--- src/capture_defs.svh ---
// constants for the input capture unit: offsets, fields, reset values
// Operation
// copy 16-bit time base on event
// mode codes select capture edge
// each capture sets capture flag
// flag stays set until software clears
// new capture overwrites old value
// prescaler zero when off or not capture
// any reset clears prescaler
// prescale change keeps prescaler count
// software zeroes control before new prescale
// mode change may raise false flag
// software masks and clears flag on change
// software sets pin as input
// port latch write can trigger capture
// time base in timer or sync mode
// time base not clocked from oscillator
// time base halts in sleep on internal clock
// external clock keeps capture alive in sleep
// two-stage pin synchroniser before edge detect
// other modes never capture or flag
`ifndef CAPTURE_DEFS_SVH
`define CAPTURE_DEFS_SVH
`define OFS_CONTROL      8'h00
`define OFS_CAPTURE_LOW  8'h04
`define OFS_CAPTURE_HIGH 8'h08
`define OFS_FLAG_STATUS  8'h0C
`define OFS_FLAG_CLEAR   8'h10
`define OFS_FLAG_ENABLE  8'h14
`define OFS_PIN_CONTROL  8'h18
`define CONTROL_RESET    8'h00
`define MODE_FALL        4'h4
`define MODE_RISE        4'h5
`define MODE_RISE4       4'h6
`define MODE_RISE16      4'h7
`define PRESCALE_LAST4   4'h3
`define PRESCALE_LAST16  4'hF
`define FLAG_CAPTURE     0
`define PIN_DIR_BIT      0
`define PIN_LATCH_BIT    1
`define PIN_RESET        2'h1
`endif

--- src/capture_pkg.sv ---
// types for the input capture unit
package capture_pkg;
  typedef enum logic [1:0] {
    edge_fall_type_e,
    edge_rise_type_e,
    edge_none_type_e
  } edge_sel_type;
endpackage

--- src/edge_event_detect.sv ---
// synchroniser and edge detector for the capture pin
`timescale 1ns/1ps
module edge_event_detect
  import capture_pkg::*;
(
  input  wire logic clock,      // system clock
  input  wire logic rst,        // sync reset, active high
  input  wire logic pin_level,  // raw pin level after direction mux
  output logic      rise_pulse, // one-cycle rising edge
  output logic      fall_pulse  // one-cycle falling edge
);
  logic sync_first_reg;
  logic sync_second_reg;
  logic last_level_reg;

  // three flops: two synchroniser stages, the first read only by the second, then the last level
  always_ff @(posedge clock)
  begin
    if (rst)
    begin
      sync_first_reg  <= 1'b0;
      sync_second_reg <= 1'b0;
      last_level_reg  <= 1'b0;
    end
    else
    begin
      sync_first_reg  <= pin_level;
      sync_second_reg <= sync_first_reg;
      last_level_reg  <= sync_second_reg;
    end
  end

  assign rise_pulse = sync_second_reg & ~last_level_reg;
  assign fall_pulse = ~sync_second_reg & last_level_reg;

  chk_single_rise: assert property (@(posedge clock) disable iff (rst)
    rise_pulse |=> !rise_pulse) else $error("rise pulse longer than one cycle");
  chk_edge_delay: assert property (@(posedge clock) disable iff (rst)
    rise_pulse |-> $past(pin_level, 2) && !$past(pin_level, 3)) else $error("rise not from pin");
endmodule

--- src/input_capture_unit.sv ---
// input capture unit with axi4-lite register slave
//
// Design decisions made here: the AXI4-Lite slave port and the register offsets.
`timescale 1ns/1ps
`include "capture_defs.svh"
module input_capture_unit
  import capture_pkg::*;
(
  input  wire logic        clock,          // system clock, 100 MHz
  input  wire logic        rst,            // sync reset, active high
  input  wire logic [15:0] time_base,      // shared time base counter
  input  wire logic        pin_in,         // capture pin input level
  output logic             pin_out,        // capture pin output level
  output logic             pin_oe,         // capture pin drive enable
  output logic             irq,            // level interrupt
  input  wire logic [7:0]  s_axi_awaddr,   // write address
  input  wire logic        s_axi_awvalid,  // write address valid
  output logic             s_axi_awready,  // write address ready
  input  wire logic [31:0] s_axi_wdata,    // write data
  input  wire logic [3:0]  s_axi_wstrb,    // write strobes
  input  wire logic        s_axi_wvalid,   // write data valid
  output logic             s_axi_wready,   // write data ready
  output logic [1:0]       s_axi_bresp,    // write response
  output logic             s_axi_bvalid,   // write response valid
  input  wire logic        s_axi_bready,   // write response ready
  input  wire logic [7:0]  s_axi_araddr,   // read address
  input  wire logic        s_axi_arvalid,  // read address valid
  output logic             s_axi_arready,  // read address ready
  output logic [31:0]      s_axi_rdata,    // read data
  output logic [1:0]       s_axi_rresp,    // read response
  output logic             s_axi_rvalid,   // read data valid
  input  wire logic        s_axi_rready    // read data ready
);
  logic [7:0]  control_reg;
  logic [15:0] capture_value_reg;
  logic [3:0]  prescale_reg;
  logic        capture_event_flag_reg;
  logic        capture_irq_enable_reg;
  logic [1:0]  pin_ctl_reg;
  logic [7:0]  aw_addr_reg;
  logic        aw_held_reg;
  logic [31:0] w_data_reg;
  logic [3:0]  w_strb_reg;
  logic        w_held_reg;
  logic        irq_reg;
  logic        rise_pulse;
  logic        fall_pulse;
  logic        pin_level;
  logic        edge_hit;
  logic        capture_fire;
  logic        wr_go;
  logic        flag_clear;
  logic [3:0]  unit_mode_field;
  edge_sel_type edge_sel;

  // decode of a capture mode code to the edge it watches
  function automatic edge_sel_type mode_edge(input logic [3:0] mode);
    case (mode)
      `MODE_FALL:   mode_edge = edge_fall_type_e;
      `MODE_RISE,
      `MODE_RISE4,
      `MODE_RISE16: mode_edge = edge_rise_type_e;
      default:      mode_edge = edge_none_type_e;
    endcase
  endfunction

  assign unit_mode_field = control_reg[3:0];
  assign edge_sel        = mode_edge(unit_mode_field);

  // pin drives its latch when direction bit is low; latch writes then loop back
  assign pin_level = pin_ctl_reg[`PIN_DIR_BIT] ? pin_in : pin_ctl_reg[`PIN_LATCH_BIT];
  assign pin_out   = pin_ctl_reg[`PIN_LATCH_BIT];
  assign pin_oe    = ~pin_ctl_reg[`PIN_DIR_BIT];

  edge_event_detect u_edge (
    .clock      (clock),
    .rst        (rst),
    .pin_level  (pin_level),
    .rise_pulse (rise_pulse),
    .fall_pulse (fall_pulse)
  );

  // qualifying edge for the selected mode
  always_comb
  begin
    unique case (edge_sel)
      edge_fall_type_e: edge_hit = fall_pulse;
      edge_rise_type_e: edge_hit = rise_pulse;
      edge_none_type_e: edge_hit = 1'b0;
    endcase
  end

  // capture fires on every edge, or when the prescaler wraps
  always_comb
  begin
    unique case (unit_mode_field)
      `MODE_RISE4:  capture_fire = edge_hit && ({2'b00, prescale_reg[1:0]} == `PRESCALE_LAST4);
      `MODE_RISE16: capture_fire = edge_hit && (prescale_reg == `PRESCALE_LAST16);
      default:      capture_fire = edge_hit;
    endcase
  end

  // prescaler; a direct prescale change keeps the count, so a false capture may follow
  always_ff @(posedge clock)
  begin
    if (rst)
      prescale_reg <= 4'h0;
    else if (edge_sel != edge_rise_type_e || unit_mode_field == `MODE_RISE)
      prescale_reg <= 4'h0;
    else if (edge_hit)
      prescale_reg <= prescale_reg + 4'h1;
  end

  // capture register; overwrites freely, never blocks
  // the time base is copied as it stands, frozen or running, so sleep needs no special case
  always_ff @(posedge clock)
  begin
    if (rst)
      capture_value_reg <= 16'h0000;
    else if (capture_fire)
      capture_value_reg <= time_base;
  end

  // sticky flag; a new capture beats a clear in the same cycle
  always_ff @(posedge clock)
  begin
    if (rst)
      capture_event_flag_reg <= 1'b0;
    else if (capture_fire)
      capture_event_flag_reg <= 1'b1;
    else if (flag_clear)
      capture_event_flag_reg <= 1'b0;
  end

  // level interrupt, registered
  always_ff @(posedge clock)
  begin
    if (rst)
      irq_reg <= 1'b0;
    else
      irq_reg <= capture_event_flag_reg & capture_irq_enable_reg;
  end
  assign irq = irq_reg;

  // write channel: address and data taken in either order
  assign s_axi_awready = ~aw_held_reg & ~s_axi_bvalid;
  assign s_axi_wready  = ~w_held_reg & ~s_axi_bvalid;
  assign wr_go         = aw_held_reg & w_held_reg;
  assign flag_clear    = wr_go && aw_addr_reg == `OFS_FLAG_CLEAR && w_strb_reg[0]
                         && w_data_reg[`FLAG_CAPTURE];

  always_ff @(posedge clock)
  begin
    if (rst)
    begin
      aw_held_reg  <= 1'b0;
      w_held_reg   <= 1'b0;
      aw_addr_reg  <= 8'h00;
      w_data_reg   <= 32'h0000_0000;
      w_strb_reg   <= 4'h0;
      s_axi_bvalid <= 1'b0;
    end
    else
    begin
      if (s_axi_awvalid && s_axi_awready)
      begin
        aw_held_reg <= 1'b1;
        aw_addr_reg <= {s_axi_awaddr[7:2], 2'b00};
      end
      if (s_axi_wvalid && s_axi_wready)
      begin
        w_held_reg <= 1'b1;
        w_data_reg <= s_axi_wdata;
        w_strb_reg <= s_axi_wstrb;
      end
      if (wr_go)
      begin
        aw_held_reg  <= 1'b0;
        w_held_reg   <= 1'b0;
        s_axi_bvalid <= 1'b1;
      end
      else if (s_axi_bvalid && s_axi_bready)
        s_axi_bvalid <= 1'b0;
    end
  end
  assign s_axi_bresp = 2'b00;

  // writable registers; only the low byte lane holds state
  always_ff @(posedge clock)
  begin
    if (rst)
    begin
      control_reg            <= `CONTROL_RESET;
      capture_irq_enable_reg <= 1'b0;
      pin_ctl_reg            <= `PIN_RESET;
    end
    else if (wr_go && w_strb_reg[0])
    begin
      unique case (aw_addr_reg)
        `OFS_CONTROL:     control_reg            <= {2'b00, w_data_reg[5:0]};
        `OFS_FLAG_ENABLE: capture_irq_enable_reg <= w_data_reg[`FLAG_CAPTURE];
        `OFS_PIN_CONTROL: pin_ctl_reg            <= w_data_reg[1:0];
        default:          ;
      endcase
    end
  end

  // read channel, answer one cycle after the address is taken
  assign s_axi_arready = ~s_axi_rvalid;
  always_ff @(posedge clock)
  begin
    if (rst)
    begin
      s_axi_rvalid <= 1'b0;
      s_axi_rdata  <= 32'h0000_0000;
    end
    else if (s_axi_arvalid && s_axi_arready)
    begin
      s_axi_rvalid <= 1'b1;
      unique case ({s_axi_araddr[7:2], 2'b00})
        `OFS_CONTROL:      s_axi_rdata <= {24'h000000, control_reg};
        `OFS_CAPTURE_LOW:  s_axi_rdata <= {24'h000000, capture_value_reg[7:0]};
        `OFS_CAPTURE_HIGH: s_axi_rdata <= {24'h000000, capture_value_reg[15:8]};
        `OFS_FLAG_STATUS:  s_axi_rdata <= {31'h00000000, capture_event_flag_reg};
        `OFS_FLAG_ENABLE:  s_axi_rdata <= {31'h00000000, capture_irq_enable_reg};
        `OFS_PIN_CONTROL:  s_axi_rdata <= {30'h00000000, pin_ctl_reg};
        default:           s_axi_rdata <= 32'h0000_0000;
      endcase
    end
    else if (s_axi_rvalid && s_axi_rready)
      s_axi_rvalid <= 1'b0;
  end
  assign s_axi_rresp = 2'b00;

  // checks
  chk_capture_copy: assert property (@(posedge clock) disable iff (rst)
    capture_fire |=> capture_value_reg == $past(time_base)) else $error("capture value wrong");
  chk_capture_flag: assert property (@(posedge clock) disable iff (rst)
    capture_fire |=> capture_event_flag_reg) else $error("flag not set on capture");
  chk_flag_sticky: assert property (@(posedge clock) disable iff (rst)
    capture_event_flag_reg && !flag_clear |=> capture_event_flag_reg) else $error("flag dropped");
  chk_prescale_idle: assert property (@(posedge clock) disable iff (rst)
    edge_sel == edge_none_type_e |=> prescale_reg == 4'h0) else $error("prescaler not held");
  chk_no_capture: assert property (@(posedge clock) disable iff (rst)
    edge_sel == edge_none_type_e |=> $stable(capture_value_reg)) else $error("capture outside mode");
  chk_reset_prescale: assert property (@(posedge clock)
    rst |=> prescale_reg == 4'h0) else $error("reset left prescaler");
  chk_rise16_count: assert property (@(posedge clock) disable iff (rst)
    unit_mode_field == `MODE_RISE16 && capture_fire |-> prescale_reg == 4'hF) else $error("rise16 early");
  chk_irq_level: assert property (@(posedge clock) disable iff (rst)
    capture_event_flag_reg && capture_irq_enable_reg |=> irq) else $error("irq missing");
  cov_capture_rise4: cover property (@(posedge clock) unit_mode_field == `MODE_RISE4 && capture_fire);
  cov_capture_fall: cover property (@(posedge clock) unit_mode_field == `MODE_FALL && capture_fire);
  cov_set_clear: cover property (@(posedge clock) capture_fire && flag_clear);
endmodule

--- config.mk ---
export PLATFORM = sky130hd
export DESIGN_NAME = input_capture_unit
export DESIGN_NICKNAME = d
export VERILOG_FILES = /design/src/capture_pkg.sv /design/src/edge_event_detect.sv /design/src/input_capture_unit.sv
export VERILOG_INCLUDE_DIRS = /design/src
export SDC_FILE = /design/constraint.sdc
export NUM_CORES = 1
export LEC_CHECK = 0
export BUFFER_PORTS_ARGS = -buffer_cell sky130_fd_sc_hd__buf_4
export CORE_UTILIZATION = 49
export CTS_BUF_LIST = sky130_fd_sc_hd__clkbuf_4
export DETAILED_ROUTE_END_ITERATION = 10
export PLACE_DENSITY = 0.89
export SYNTH_ARGS = -nofsm -noshare
export SYNTH_HDL_FRONTEND = slang
export SYNTH_SLANG_ARGS = --single-unit
export TNS_END_PERCENT = 50
--- constraint.sdc ---
create_clock -name clock -period 1.8 [get_ports clock]
set_input_delay 0.36 -clock clock [delete_from_list [all_inputs] [get_ports clock]]
set_output_delay 0.36 -clock clock [all_outputs]
set_load 0.005 [all_outputs]
# Word-level counts from Yosys, hierarchy flattened
# Index checks and enable logic that the tools add are counted.
dict set report totals {
  reg_bits 83
  word_cells 84
}
dict set report op_classes {
  addsub 1
  eq_ne 17
  mux 11
  bitwise 13
  n_reduce_logical 24
}
# op count
set op_table {}
lappend op_table {{8-bit case mux with 6 select lines} 1}
lappend op_table {{6-bit by 3-bit equality test with 1-bit output, second input constant} 5}
lappend op_table {{4-bit by 3-bit equality test with 1-bit output, second input constant} 4}
lappend op_table {{6-bit by 2-bit equality test with 1-bit output, second input constant} 2}
lappend op_table {{1-bit logical AND} 11}
lappend op_table {{8-bit logical NOT} 1}
lappend op_table {{1-bit 2-to-1 mux} 7}
lappend op_table {{1-bit NOT} 7}
lappend op_table {{1-bit bitwise AND} 6}
lappend op_table {{6-bit by 1-bit equality test with 1-bit output, second input constant} 1}
lappend op_table {{6-bit logical NOT} 1}
lappend op_table {{2-bit AND reduction} 3}
lappend op_table {{2-bit nonzero test} 3}
lappend op_table {{4-bit by 1-bit adder with 4-bit output, second input constant} 1}
lappend op_table {{2-bit equality test, second input constant} 2}
lappend op_table {{4-bit equality test, second input constant} 1}
lappend op_table {{2-bit case mux with 2 select lines} 1}
lappend op_table {{2-bit OR reduction} 2}
lappend op_table {{1-bit case mux with 3 select lines} 1}
lappend op_table {{3-bit OR reduction} 1}
lappend op_table {{2-bit by 1-bit equality test with 1-bit output, second input constant} 1}
lappend op_table {{2-bit logical NOT} 1}
lappend op_table {{2-bit by 1-bit != test with 1-bit output, second input constant} 1}
lappend op_table {{1-bit case mux with 2 select lines} 1}
lappend op_table {{1-bit logical OR} 1}

# Logic depth before layout (Yosys ltp)
dict set report logic_depth {
  depth_word 8
  ltp_mapped 7
  depth_no_buf 5
}

# Cells and area by module
# A second synthesis with hierarchy kept.
dict set report unflattened {
  hier_cells 308
  area_unflattened_um2 2750.1
}
# module n_inst cells_per_inst area_each_um2
set by_module_without_submodules {}
lappend by_module_without_submodules {input_capture_unit 1 300 2658.8}
lappend by_module_without_submodules {edge_event_detect 1 8 91.3}

# Least setup slack after synthesis
# No wires, ideal clock.
dict set report synth_path {
  path_type {reg2reg}
  from {reg prescale_reg[0]}
  to {reg capture_value_reg[10]}
  setup_ps 116
  arrival_ps 1501
  setup_slack_ps 183
  path_stages_with_launch 7
  path_buffers 1
  period_less_slack_ps 1617
  cell_sequence {dfxtp_1 ha_1 inv_1 o21ai_1 clkbuf_1 a311oi_1 a31o_1}
}
dict set report synth_via {
  elab_chain_len 3
  elab_cells_between_ends 5
  cone_classes {2 x eq/ne; 1 x mux; 2 x reduce/logical}
}
# element line_no
set synth_rtl {}
lappend synth_rtl {{from (decl)} input_capture_unit.sv:36} ;# logic [3:0] prescale_reg;
lappend synth_rtl {{from (signal assigned)} input_capture_unit.sv:111} ;# prescale_reg <= prescale_reg + 4'h1;
lappend synth_rtl {{4-bit equality test (no line) or 2-bit equality test (tied branches)} -}
lappend synth_rtl {{1-bit logical AND (on tied branches)} {input_capture_unit.sv:98, input_capture_unit.sv:97}}
lappend synth_rtl {{1-bit case mux with 2 select lines *} input_capture_unit.sv:96} ;# unique case (unit_mode_field)
lappend synth_rtl {{to (signal assigned)} input_capture_unit.sv:121} ;# capture_value_reg <= time_base;
lappend synth_rtl {{to (decl)} input_capture_unit.sv:35} ;# logic [15:0] capture_value_reg;
# Mark *: on every way between the ends. The rest lies on a longest branch, timed or not.
# A chain may end at the register's enable or synchronous reset.

# Final worst setup path
dict set report layout_path {
  from {reg control_reg[0]}
  to {reg capture_value_reg[3]}
}
dict set report layout_via {
  elab_chain_len 7
  elab_cells_between_ends 13
  cone_classes {6 x eq/ne; 3 x mux; 4 x reduce/logical}
}
# element line_no
set layout_rtl {}
lappend layout_rtl {{from (decl)} input_capture_unit.sv:34} ;# logic [7:0] control_reg;
lappend layout_rtl {{from (signal assigned)} input_capture_unit.sv:193} ;# control_reg <= `CONTROL_RESET;
lappend layout_rtl {{from (signal assigned)} input_capture_unit.sv:200} ;# `OFS_CONTROL: control_reg <= {2'b00, w_data_reg[5:0]};
lappend layout_rtl {{4-bit by 3-bit equality test with 1-bit output (on tied branches)} {input_capture_unit.sv:58, input_capture_unit.sv:96}}
lappend layout_rtl {{3-bit OR reduction} input_capture_unit.sv:58} ;# case (mode)
lappend layout_rtl {{2-bit case mux with 2 select lines} input_capture_unit.sv:58}
lappend layout_rtl {{2-bit equality test (tied with other cells)} input_capture_unit.sv:86} ;# unique case (edge_sel)
lappend layout_rtl {{1-bit case mux with 3 select lines} input_capture_unit.sv:86}
lappend layout_rtl {{1-bit logical AND (on tied branches)} {input_capture_unit.sv:98, input_capture_unit.sv:97}}
lappend layout_rtl {{1-bit case mux with 2 select lines *} input_capture_unit.sv:96}
# Marked as above.

==> impl_metrics.env <==
export IMPL_outcome="complete, no violations"
export IMPL_start_kind="flop"
export IMPL_clockBufferDepth=2
export IMPL_slew_viol_final=0
export IMPL_worst_path_largest_cell_delay_ns=0.53
export IMPL_hold_viol=0
export IMPL_min_period_ns=1.68
export IMPL_p_total_w=0.00251
export IMPL_finalSetupViolations=0
export IMPL_whs_ns=0.177
export IMPL_yosys_area_top_type="dfxtp_1"
export IMPL_post_cts_buffers=0
export IMPL_clkTransAtPathRegs_ns=0.10
export IMPL_cts_sinks=59
export IMPL_cp_end_kind="flop"
export IMPL_htree_levels=3
export IMPL_ff2ff_path_depth=5
export IMPL_internal_power_w=0.00189
export IMPL_maxCapViolations=0
export IMPL_hold_class="input port to flop"
export IMPL_cts_resized=0
export IMPL_die_height_um=78.1
export IMPL_grt_max_degree=24
export IMPL_syn_avg_cell_area_um2=8.91
export IMPL_p_leak_nw=1.41
export IMPL_netlist_top_cells_area="dfxtp_1 42%, buf_4 7.7%, mux2i_1 7.1%, a311oi_1 5.3%, nor2_1 4.1%"
export IMPL_fin_skew_ns=0.0110
export IMPL_ir_drop_mv=0.321
export IMPL_yosysSeqAreaShare=0.417
export IMPL_fill_cells=485
export IMPL_die_w_um=78.1
export IMPL_hpwlAfterDp_mm=4.57
export IMPL_core_area_mm2=0.00554
export IMPL_finalCritPeriodShare=0.934
export IMPL_async_reset_ff_frac=0
export IMPL_crit_slowest_cell="or4b_1"
export IMPL_vias_per_cell=5.30
export IMPL_antenna_found_initial=0
export IMPL_ios=120
export IMPL_rows=27
export IMPL_ant_nets=0
export IMPL_drive_gt1_frac=0.262
export IMPL_wl_mm=6.12
export IMPL_p_sw_frac=0.248
export IMPL_share_seq_of_total_power=0.542
export IMPL_crit_chain="or4b_1 -> o21ai_2 -> buf_4 -> a311oi_1 -> a31o_2"
export IMPL_ys_types=49
export IMPL_syn_to_final_growth_pct=20.7
export IMPL_antenna_cells=0
export IMPL_grt_pass1_vias=2316
export IMPL_critPathMaxFanout=13
export IMPL_vias=2421
export IMPL_place_port_buffers=58
export IMPL_drt_iter0_drc=152
export IMPL_worstSkewPairLatency_ns=0.39
export IMPL_pwr_share_clk=0.356
export IMPL_ys_flop_type="dfxtp_1"
export IMPL_dr_pass1_iters=4
export IMPL_synth_area_mm2=0.00283
export IMPL_cts_tree="yes"
export IMPL_grt_pass1_wl_mm=10.3
export IMPL_rsz0062_at_grt="false"
export IMPL_switchingPower_w=0.000620
export IMPL_largest_reg_flops=16
export IMPL_drcViolationCount=0
export IMPL_p_per_area_mw_per_mm2=733
export IMPL_yosysTopAreaCellShare=0.417
export IMPL_fin_tns_setup_ns=0
export IMPL_wl_met2_mm=2.97
export IMPL_nNetsFinal=457
export IMPL_ys_seq_elements=59
export IMPL_cts_buffers_inserted=9
export IMPL_avgRoutedWirePerCell_um=13.4
export IMPL_track_usage=0.216
export IMPL_top_layer_used="met4"
export IMPL_cts_root_buf="clkbuf_4"
export IMPL_worstPathRequired_ns=2.09
export IMPL_syn_inst=318
export IMPL_wl_met1_mm=2.61
export IMPL_route_met3_wl_um=416
export IMPL_critPathArrivalTime_ns=1.97
export IMPL_synth_warnings=0
export IMPL_die_area_mm2=0.00609
export IMPL_hold_buffers=0
export IMPL_pwr_share_comb=0.102
export IMPL_worstSetupPathType="flop to flop"
export IMPL_start_util=0.512
export IMPL_synth_edf_count=0
export IMPL_place_gp_congestion=0.849
export IMPL_gr_total_overflow=0
export IMPL_whs_path_depth=2
export IMPL_fmax_mhz=595
-- placed cells by master (no fill, tap or decap), types with 4 or more instances in the layout --
cell type / n
buf_4: 70
dfxtp_1: 59
nor2_1: 31
conb_1: 28
inv_1: 23
mux2i_1: 20
nand2_1: 20
a21oi_1: 18
a311oi_1: 17
a31o_1: 10
clkbuf_4: 10
a22oi_1: 6
a31o_2: 6
nor2b_1: 5
nand3_1: 5
and3_1: 4
nand2b_1: 4
o2bb2ai_1: 4
-- cell families after synthesis --
logic type	after synthesis	synth area share
and+or+nand+nor	88	0.159
DFF	59	0.417
buffers and inverters	72	0.139
AOI/OAI and AO/OA	73	0.196
adders and majority gates	1	0.00441
muxes	22	0.0786
other	1	0.00132
xor gates and xnor gates	2	0.00618
-- synthesized netlist by cell type, drive strengths merged (2+ instances only) --
master and n:
nor4 3, inv 23, nor2 31, nand3 5, a22oi 6, or3b 2, a22o 2, xnor2 2
mux2 2, nor3 3, o2bb2ai 4, a31o 16, and3 4, mux2i 20, clkbuf 10, a311oi 17
a21oi 18, and4 2, nand2 20, o21ai 3, dfxtp 59, nand2b 4, buf 38, nor2b 5
-- routing by layer --
layer / vias up / global-route usage
met3: 14 / 0.0558
met2: 94 / 0.349
li1: 1199 / -
met5: - / 0
met1: 1114 / 0.260
met4: 0 / 0.122
-- area by class of cell --
| type | instances | area, um^2 | share of cell area |
|---|---|---|---|
| Tap cell | 72 | 90.1 | 0.0263 |
| Clock buffer | 10 | 75.1 | 0.0220 |
| Sequential cell | 59 | 1180 | 0.345 |
| Timing Repair Buffer | 72 | 566 | 0.165 |
| Multi-Input combinational cell | 214 | 1360 | 0.398 |
| Inverter | 24 | 90.1 | 0.0263 |
| Clock inverter | 6 | 56.3 | 0.0165 |
-- critical path, delay by kind of cell (launching register included) --
family                 cells  cell delay (ns)
buffers and inverters      1             0.25
and+or+nand+nor            1             0.53
AOI/OAI and AO/OA          3             0.48
DFF                        1             0.32
-- path summary, 6_finish.rpt --
check                                           end  slack [ns]                              from
setup / recovery  capture_value_reg[3]$_SDFFE_PP0P_        0.12       control_reg[0]$_SDFFE_PP0P_
hold / removal    capture_value_reg[9]$_SDFFE_PP0P_        0.18                      time_base[9]
setup reg to reg  capture_value_reg[3]$_SDFFE_PP0P_        0.12       control_reg[0]$_SDFFE_PP0P_
hold reg to reg   u_edge.sync_second_reg$_SDFF_PP0_        0.46  u_edge.sync_first_reg$_SDFF_PP0_
-- through the flow --
step           cells  instance area (um^2)  utilization  setup slack (ns)
2_1_floorplan    345                  2940            -             0.183
3_3_place_gp     441                  3290        0.593             0.194
3_5_place_dp     441                  3290        0.593             0.130
4_1_cts          457                  3420        0.617             0.121
5_1_grt          457                  3420        0.617            0.0404
6_report         457                  3420        0.617             0.119
-- power by group through the flow --
stage	clock, W	combinational, W	sequential [W]
after floorplan	0	0.000180	0.00138
after global placement	0	0.000247	0.00139
after detailed placement	0	0.000253	0.00139
after CTS	0.000912	0.000253	0.00136
after global routing	0.000969	0.000284	0.00137
final	0.000892	0.000254	0.00136
Note: power is estimated with default switching activity, not from simulation.
